$ cat config.mk
export PLATFORM = sky130hd
export DESIGN_NAME = ccd_frame_readout_sequencer
export DESIGN_NICKNAME = d
export VERILOG_FILES = /design/src/hdl/ccd_readout_pkg.sv /design/src/hdl/ccd_frame_readout_sequencer.sv
export SDC_FILE = /design/constraint.sdc
export NUM_CORES = 1
export LEC_CHECK = 0
export BUFFER_PORTS_ARGS = -buffer_cell sky130_fd_sc_hd__buf_4
export CORE_ASPECT_RATIO = 1.25
export CORE_MARGIN = 2
export CORE_UTILIZATION = 55
export DETAILED_ROUTE_END_ITERATION = 7
export PLACE_DENSITY_LB_ADDON = 0.15
export SLEW_MARGIN = 20
export SYNTH_ARGS = -nofsm -noshare
export SYNTH_HDL_FRONTEND = slang
export SYNTH_SLANG_ARGS = --single-unit
$ cat constraint.sdc
create_clock -name clock -period 5.42 [get_ports clock]
set_input_delay 1.626 -clock clock [delete_from_list [all_inputs] [get_ports clock]]
set_output_delay 1.626 -clock clock [all_outputs]
set_load 0.005 [all_outputs]
$ cat src/hdl/ccd_readout_pkg.sv
// constants and types for the ccd frame readout sequencer
package ccd_readout_pkg;
  // frame geometry in rows
  localparam int unsigned top_dark_rows = 2;
  localparam int unsigned active_rows = 1208;
  localparam int unsigned bottom_dark_rows = 4;
  localparam int unsigned buffer_rows = 4;
  localparam int unsigned frame_rows = top_dark_rows + active_rows + bottom_dark_rows;
  // line geometry in pixels
  localparam int unsigned empty_pix = 4;
  localparam int unsigned dark_pix = 16;
  localparam int unsigned photo_pix_single = 1608;
  localparam int unsigned photo_pix_dual = 804;
  localparam int unsigned buffer_pix = 4;
  localparam int unsigned line_pix_single = 1644;
  localparam int unsigned line_pix_dual = 824;
  // pixel timing: clock cycles per half phase, rounded up to stay under the rate cap
  localparam int unsigned clock_mhz = 125;
  localparam int unsigned pix_rate_fast_mhz = 40;
  localparam int unsigned pix_rate_slow_mhz = 20;
  localparam int unsigned pix_cycles_fast = (clock_mhz + pix_rate_fast_mhz - 1) / pix_rate_fast_mhz;
  localparam int unsigned pix_cycles_slow = (clock_mhz + pix_rate_slow_mhz - 1) / pix_rate_slow_mhz;
  // vertical pulse width and hold delay
  localparam int unsigned v_pulse_ns = 1000;
  localparam int unsigned v_pulse_cycles = (v_pulse_ns * clock_mhz + 999) / 1000;
  localparam int unsigned hold_delay_default = 125;
  // field widths
  localparam int unsigned cnt_w = 12;
  localparam int unsigned row_w = 11;
  localparam int unsigned hold_w = 12;
  typedef enum logic [2:0]
  {
    st_idle = 3'b000,
    st_vpulse = 3'b001,
    st_hold = 3'b010,
    st_hshift = 3'b011,
    st_done = 3'b100
  } seq_state_t;
endpackage

$ cat src/hdl/ccd_frame_readout_sequencer.sv
// timing generator that reads one ccd frame through its clock phase pins
//
// Overview of operation
// - receiver reverses right samples in line buffer, appends after left.
// - dark reference uses only central 14 of 16 dark columns, no rows.
// - during vertical shift hold horizontal one high, horizontal two low.
// - restart horizontal clocking only after programmable hold delay.
// - no shutter, vertical or dump pulses while shifting image pixels.
// - two 824-cell halves; barrier phases set same or opposite direction.
// - single mode phase mapping: right barrier one takes phase two timing.
// - single mode issues 1644 horizontal cycles per line.
// - dual mode phase mapping: all phase-one inputs take phase one timing.
// - dual mode issues 824 horizontal cycles per line.
// - right barrier phases generated separately, inverted, edges aligned.
// - reset clock pulses after each pixel is sampled.
// - slow 20 mhz pixel rate for full binned range, else 40 mhz.
`timescale 1ns/1ps
module ccd_frame_readout_sequencer
  import ccd_readout_pkg::*;
(
  input wire logic clock,
  input wire logic rstn,
  input wire logic frame_start,
  input wire logic dual_mode,
  input wire logic slow_rate,
  input wire logic dump_request,
  input wire logic [hold_w-1:0] hold_cycles,
  output logic vertical_phase_one,
  output logic vertical_phase_two,
  output logic left_storage_phase_one,
  output logic left_storage_phase_two,
  output logic left_barrier_phase_one,
  output logic left_barrier_phase_two,
  output logic right_storage_phase_one,
  output logic right_storage_phase_two,
  output logic right_barrier_phase_one,
  output logic right_barrier_phase_two,
  output logic reset_clock,
  output logic line_dump_gate,
  output logic sample_strobe,
  output logic image_valid,
  output logic dark_ref_valid,
  output logic frame_busy
);

  ////////////////////////////////////////////////////////////////////////////
  // state
  seq_state_t state_q;
  logic dual_q;
  logic slow_q;
  logic dump_q;
  logic [row_w-1:0] row_q;
  logic [cnt_w-1:0] pix_q;
  logic [hold_w-1:0] wait_q;
  logic [2:0] div_q;
  logic h_phase_q;
  logic [2:0] half_cycles;
  logic [cnt_w-1:0] line_len;
  logic pix_end;

  // position decoders used for image and dark flags
  function automatic logic is_image_row(input logic [row_w-1:0] r);
    return (r >= row_w'(top_dark_rows + buffer_rows)) &&
           (r < row_w'(top_dark_rows + active_rows - buffer_rows));
  endfunction

  function automatic logic is_image_pix(input logic [cnt_w-1:0] p, input logic dual);
    logic [cnt_w-1:0] first;
    logic [cnt_w-1:0] last;
    first = cnt_w'(empty_pix + dark_pix + buffer_pix);
    last = dual ? cnt_w'(line_pix_dual) : cnt_w'(line_pix_single - dark_pix - buffer_pix);
    return (p >= first) && (p < last);
  endfunction

  function automatic logic is_dark_ref_pix(input logic [cnt_w-1:0] p, input logic dual);
    logic lead;
    logic trail;
    lead = (p > cnt_w'(empty_pix)) && (p < cnt_w'(empty_pix + dark_pix - 1));
    trail = !dual && (p > cnt_w'(line_pix_single - dark_pix)) &&
            (p < cnt_w'(line_pix_single - 1));
    return lead || trail;
  endfunction

  assign half_cycles = slow_q ? 3'(pix_cycles_slow) : 3'(pix_cycles_fast);
  assign line_len = dual_q ? cnt_w'(line_pix_dual) : cnt_w'(line_pix_single);
  assign pix_end = (div_q == half_cycles - 3'h1) && h_phase_q;

  ////////////////////////////////////////////////////////////////////////////
  // sequencer state machine
  always_ff @(posedge clock or negedge rstn)
  begin
    if (!rstn)
    begin
      state_q <= st_idle;
      row_q <= '0;
      pix_q <= '0;
      wait_q <= '0;
    end
    else
    begin
      unique case (state_q)
        st_idle:
        begin
          if (frame_start)
          begin
            state_q <= st_vpulse;
            row_q <= '0;
            wait_q <= '0;
          end
        end
        st_vpulse:
        begin
          // one vertical step per line
          wait_q <= wait_q + hold_w'(1);
          if (wait_q == hold_w'(v_pulse_cycles - 1))
          begin
            state_q <= st_hold;
            wait_q <= '0;
          end
        end
        st_hold:
        begin
          wait_q <= wait_q + hold_w'(1);
          if (wait_q >= hold_cycles)
          begin
            state_q <= dump_q ? st_done : st_hshift;
            pix_q <= '0;
          end
        end
        st_hshift:
        begin
          if (pix_end)
          begin
            pix_q <= pix_q + cnt_w'(1);
            if (pix_q == line_len - cnt_w'(1))
              state_q <= st_done;
          end
        end
        st_done:
        begin
          wait_q <= '0;
          row_q <= row_q + row_w'(1);
          state_q <= (row_q == row_w'(frame_rows - 1)) ? st_idle : st_vpulse;
        end
        default:
          state_q <= st_idle;
      endcase
    end
  end

  ////////////////////////////////////////////////////////////////////////////
  // mode latch at frame start, dump request latched per line
  always_ff @(posedge clock or negedge rstn)
  begin
    if (!rstn)
    begin
      dual_q <= 1'b0;
      slow_q <= 1'b0;
      dump_q <= 1'b0;
    end
    else
    begin
      if (state_q == st_idle && frame_start)
      begin
        dual_q <= dual_mode;
        slow_q <= slow_rate;
      end
      // taken once per line so gate and skip decision always agree
      if (state_q == st_idle || state_q == st_done)
        dump_q <= dump_request;
    end
  end

  ////////////////////////////////////////////////////////////////////////////
  // pixel clock divider
  always_ff @(posedge clock or negedge rstn)
  begin
    if (!rstn)
    begin
      div_q <= '0;
      h_phase_q <= 1'b0;
    end
    else if (state_q != st_hshift)
    begin
      div_q <= '0;
      h_phase_q <= 1'b0;
    end
    else if (div_q == half_cycles - 3'h1)
    begin
      div_q <= '0;
      h_phase_q <= !h_phase_q;
    end
    else
      div_q <= div_q + 3'h1;
  end

  ////////////////////////////////////////////////////////////////////////////
  // pin drivers
  always_ff @(posedge clock or negedge rstn)
  begin
    if (!rstn)
    begin
      vertical_phase_one <= 1'b0;
      vertical_phase_two <= 1'b0;
      line_dump_gate <= 1'b0;
      left_storage_phase_one <= 1'b1;
      left_barrier_phase_one <= 1'b1;
      right_storage_phase_one <= 1'b1;
      left_storage_phase_two <= 1'b0;
      left_barrier_phase_two <= 1'b0;
      right_storage_phase_two <= 1'b0;
      right_barrier_phase_one <= 1'b0;
      right_barrier_phase_two <= 1'b1;
      reset_clock <= 1'b0;
    end
    else
    begin
      // vertical and dump only outside horizontal shifting
      vertical_phase_one <= (state_q == st_vpulse);
      vertical_phase_two <= (state_q == st_vpulse);
      line_dump_gate <= dump_q && (state_q == st_vpulse || state_q == st_hold);
      // phase one high while halted, toggles while shifting
      left_storage_phase_one <= !h_phase_q;
      left_barrier_phase_one <= !h_phase_q;
      right_storage_phase_one <= !h_phase_q;
      left_storage_phase_two <= h_phase_q;
      left_barrier_phase_two <= h_phase_q;
      right_storage_phase_two <= h_phase_q;
      // right barriers swap between modes
      right_barrier_phase_one <= dual_q ? !h_phase_q : h_phase_q;
      right_barrier_phase_two <= dual_q ? h_phase_q : !h_phase_q;
      // reset pulse in first half phase of each pixel, after prior sample
      reset_clock <= (state_q == st_hshift) && !h_phase_q &&
                     (div_q == 3'h0);
    end
  end

  ////////////////////////////////////////////////////////////////////////////
  // sample strobe and pixel classification for the adc side
  always_ff @(posedge clock or negedge rstn)
  begin
    if (!rstn)
    begin
      sample_strobe <= 1'b0;
      image_valid <= 1'b0;
      dark_ref_valid <= 1'b0;
      frame_busy <= 1'b0;
    end
    else
    begin
      sample_strobe <= (state_q == st_hshift) && pix_end;
      image_valid <= (state_q == st_hshift) && pix_end && is_image_row(row_q) &&
                     is_image_pix(pix_q, dual_q);
      dark_ref_valid <= (state_q == st_hshift) && pix_end && is_image_row(row_q) &&
                        is_dark_ref_pix(pix_q, dual_q);
      frame_busy <= (state_q != st_idle);
    end
  end

endmodule

==> impl_metrics.json <==
{
  "post-synth-top-count-cell": "dfrtp_1",
  "globalplace.congestion": 0.821,
  "rsz0062_at_grt": "false",
  "synthArstFlopShare_pct": 100,
  "grt_first_pass_wirelength_um": 11700,
  "final_hold_viol_count": 0,
  "cts_tree": "yes",
  "drive_gt1_share_pct": 16.9,
  "place_hpwl_um": 4890,
  "fin_area_um2": 3790,
  "p_per_area_nw_per_um2": 346,
  "leakage_nw": 1.70,
  "drtIter0Drc": 97,
  "cts_buffers": 5,
  "ios": 34,
  "totalWireLength_um": 6640,
  "synthTopCellsByArea": "dfrtp_1 (39%), ha_1 (9.0%), nand3_1 (4.3%)",
  "vias": 2704,
  "cp.arrival_ns": 3.40,
  "crit_end": "state_q[0]",
  "post-route-period-util_pct": 58.9,
  "layout_setup_ws_ns": 2.23,
  "dr.pass1.iters": 4,
  "area_growth_pct": 9.27,
  "peakVddDrop_mv": 0.247,
  "critPathLaunchType": "input port",
  "crit_required_ns": 5.63,
  "dieArea_um2": 6960,
  "rrSetupSlack_ns": 2.96,
  "worstReg2RegEnd": "image_valid",
  "r2r_cells": 5,
  "outcome": "complete, no violations",
  "multi_input_area_um2": 1840,
  "grt_max_degree": 57,
  "yosys.area.top_type_share_pct": 38.9,
  "slowest_delay_ns": 0.35,
  "grt_overflow_total": 0,
  "avgSynthCellArea_um2": 9.48,
  "fin_nets": 432,
  "fp-row-count": 32,
  "cts_resized": 0,
  "synthTopCellsByCount": "dfrtp_1 (54), nand3_1 (30), inv_1 (29), nor2_1 (29)",
  "synth_ff_type": "dfrtp_1",
  "tightest_slew_ns": 0.699,
  "crit_buf_inv": 1,
  "path_max_fanout": 3,
  "antenna_found_initial": 0,
  "io_buffers": 33,
  "finalCoreUtilization_pct": 61.9,
  "seq_area_um2": 1400,
  "synth.cell_area_um2": 3470,
  "worstPathCellList": "buf_4 -> ha_1 -> nand2b_4 -> a2111oi_4 -> o21ai_2 -> a211oi_2 -> and4b_4 -> mux2_4",
  "hold_slack_ns": 0.506,
  "cp.depth": 8,
  "fin_skew_ns": 0.0129,
  "power_mw": 1.31,
  "seq_area_frac_synth_pct": 40.5,
  "ctsHtreeMaxLevel": 2,
  "setup_tns_ns": 0,
  "post_cts_buffers": 0,
  "post-route-min-period_ns": 3.19,
  "stdcell_count": 475,
  "antennaDiodeCount": 0,
  "clkSinkCount": 56,
  "synth_top_cell_by_area": "dfrtp_1",
  "clkLatencyLatePin_ns": 0.31,
  "grt.total_usage_pct": 21.2,
  "worstSetupPathType": "input port to flop",
  "crit_family": "compound AO/OA/AOI/OAI gates",
  "die_h_um": 92.8,
  "avgRoutedWirePerCell_um": 14.0,
  "grt_pass1_vias": 2637,
  "core_um2": 6130,
  "crit_path_top_delay_cell": "a2111oi_4",
  "rr_startpoint": "state_q[1]",
  "preCtsSetupSlack_ns": 1.90,
  "cts_hold_buf": 0,
  "placedCellCount": 467,
  "synth_edf_count": 0,
  "holdPathStages": 1,
  "synth_warnings": 0,
  "drtAntennaViolNets": 0,
  "dieWidth_um": 75.0,
  "start_util_pct": 56.6,
  "cts-root-buf": "clkbuf_8",
  "post_dp_cell_area_um2": 3710,
  "synth_cell_types": 65,
  "setup_viol": 0,
  "cap_violations": 0,
  "hp-class": "flop to flop",
  "max_slew_margin_pct": 53.4,
  "remaining_drc_errors": 0,
  "synth_nets": 409,
  "finalMaxSlewViolations": 0,
  "clkSlewWorstSetupHoldPaths_ns": 0.11,
  "drt-vias-per-instance": 5.69,
  "fmax_ghz": 0.313,
  "synth_seq_cells": 56,
  "cts.path.max_buffers": 2,
  "end_kind": "flop",
  "syn-instance-count": 366,
  "crit_path_start": "hold_cycles[0]",
  "fillers": 550
}
[per-layer routing]
metal | global-route usage (%) | routed length [µm] | up-vias
met5 | 0 | 0 | -
met4 | 6.40 | 108 | 0
met3 | 3.26 | 273 | 9
met2 | 37.1 | 3390 | 50
met1 | 26.2 | 2870 | 1296
li1 | - | - | 1349
[power by group]
group,internal (mW),total (mW),switching (mW)
clock network,0.0908,0.225,0.135
registers,0.492,0.616,0.124
logic,0.231,0.471,0.240
total,0.814,1.31,0.498
[cells in the final DEF (no fill, tap or decap), types with 7 or more instances in the layout]
| cell | synthesis | final |
|---|---|---|
| nand2_1 | 24 | 24 |
| ha_1 | 25 | 25 |
| a21oi_1 | 12 | 12 |
| inv_1 | 29 | 29 |
| dfrtp_1 | 54 | 54 |
| nor2_1 | 29 | 29 |
| nand3_1 | 30 | 30 |
| xnor2_1 | 8 | 8 |
| buf_4 | 7 | 33 |
| o31ai_1 | 7 | 7 |
| o21ai_0 | 25 | 25 |
[flip-flops by register name (all words and copies together) (netlist names), 3 cells and up]
name / flops
pix_q: 12
wait_q: 12
row_q: 11
div_q: 3
state_q: 3
[how the worst min path moves through the flow]
| stage | start | to | slack [ns] |
|---|---|---|---|
| floorplan | div_q[0] | div_q[0] | 0.46 |
| global placement | div_q[0] | div_q[0] | 0.48 |
| detailed placement | div_q[0] | div_q[0] | 0.50 |
| CTS | div_q[0] | div_q[0] | 0.52 |
| global route | div_q[0] | div_q[0] | 0.54 |
| finish | div_q[0] | div_q[0] | 0.51 |
[cell families after synthesis]
| kind of cell | count (synthesis) | share of synthesized area, % |
|---|---|---|
| DFF | 56 | 40.5 |
| muxes | 7 | 2.27 |
| AOI/OAI and AO/OA | 70 | 14.1 |
| and+or+nand+nor | 148 | 24.1 |
| buffers and inverters | 46 | 6.53 |
| adders and majority gates | 25 | 9.02 |
| xor gates and xnor gates | 14 | 3.53 |
[cell type report]
| type | count | area share (%) |
|---|---|---|
| multi-input combinational | 264 | 48.5 |
| timing repair buffer | 33 | 6.53 |
| tap | 85 | 2.81 |
| sequential | 56 | 37.0 |
| clock inverter | 2 | 0.330 |
| clock buffer | 6 | 1.91 |
| inverter | 29 | 2.87 |
Power figures use the tool's default switching activity.
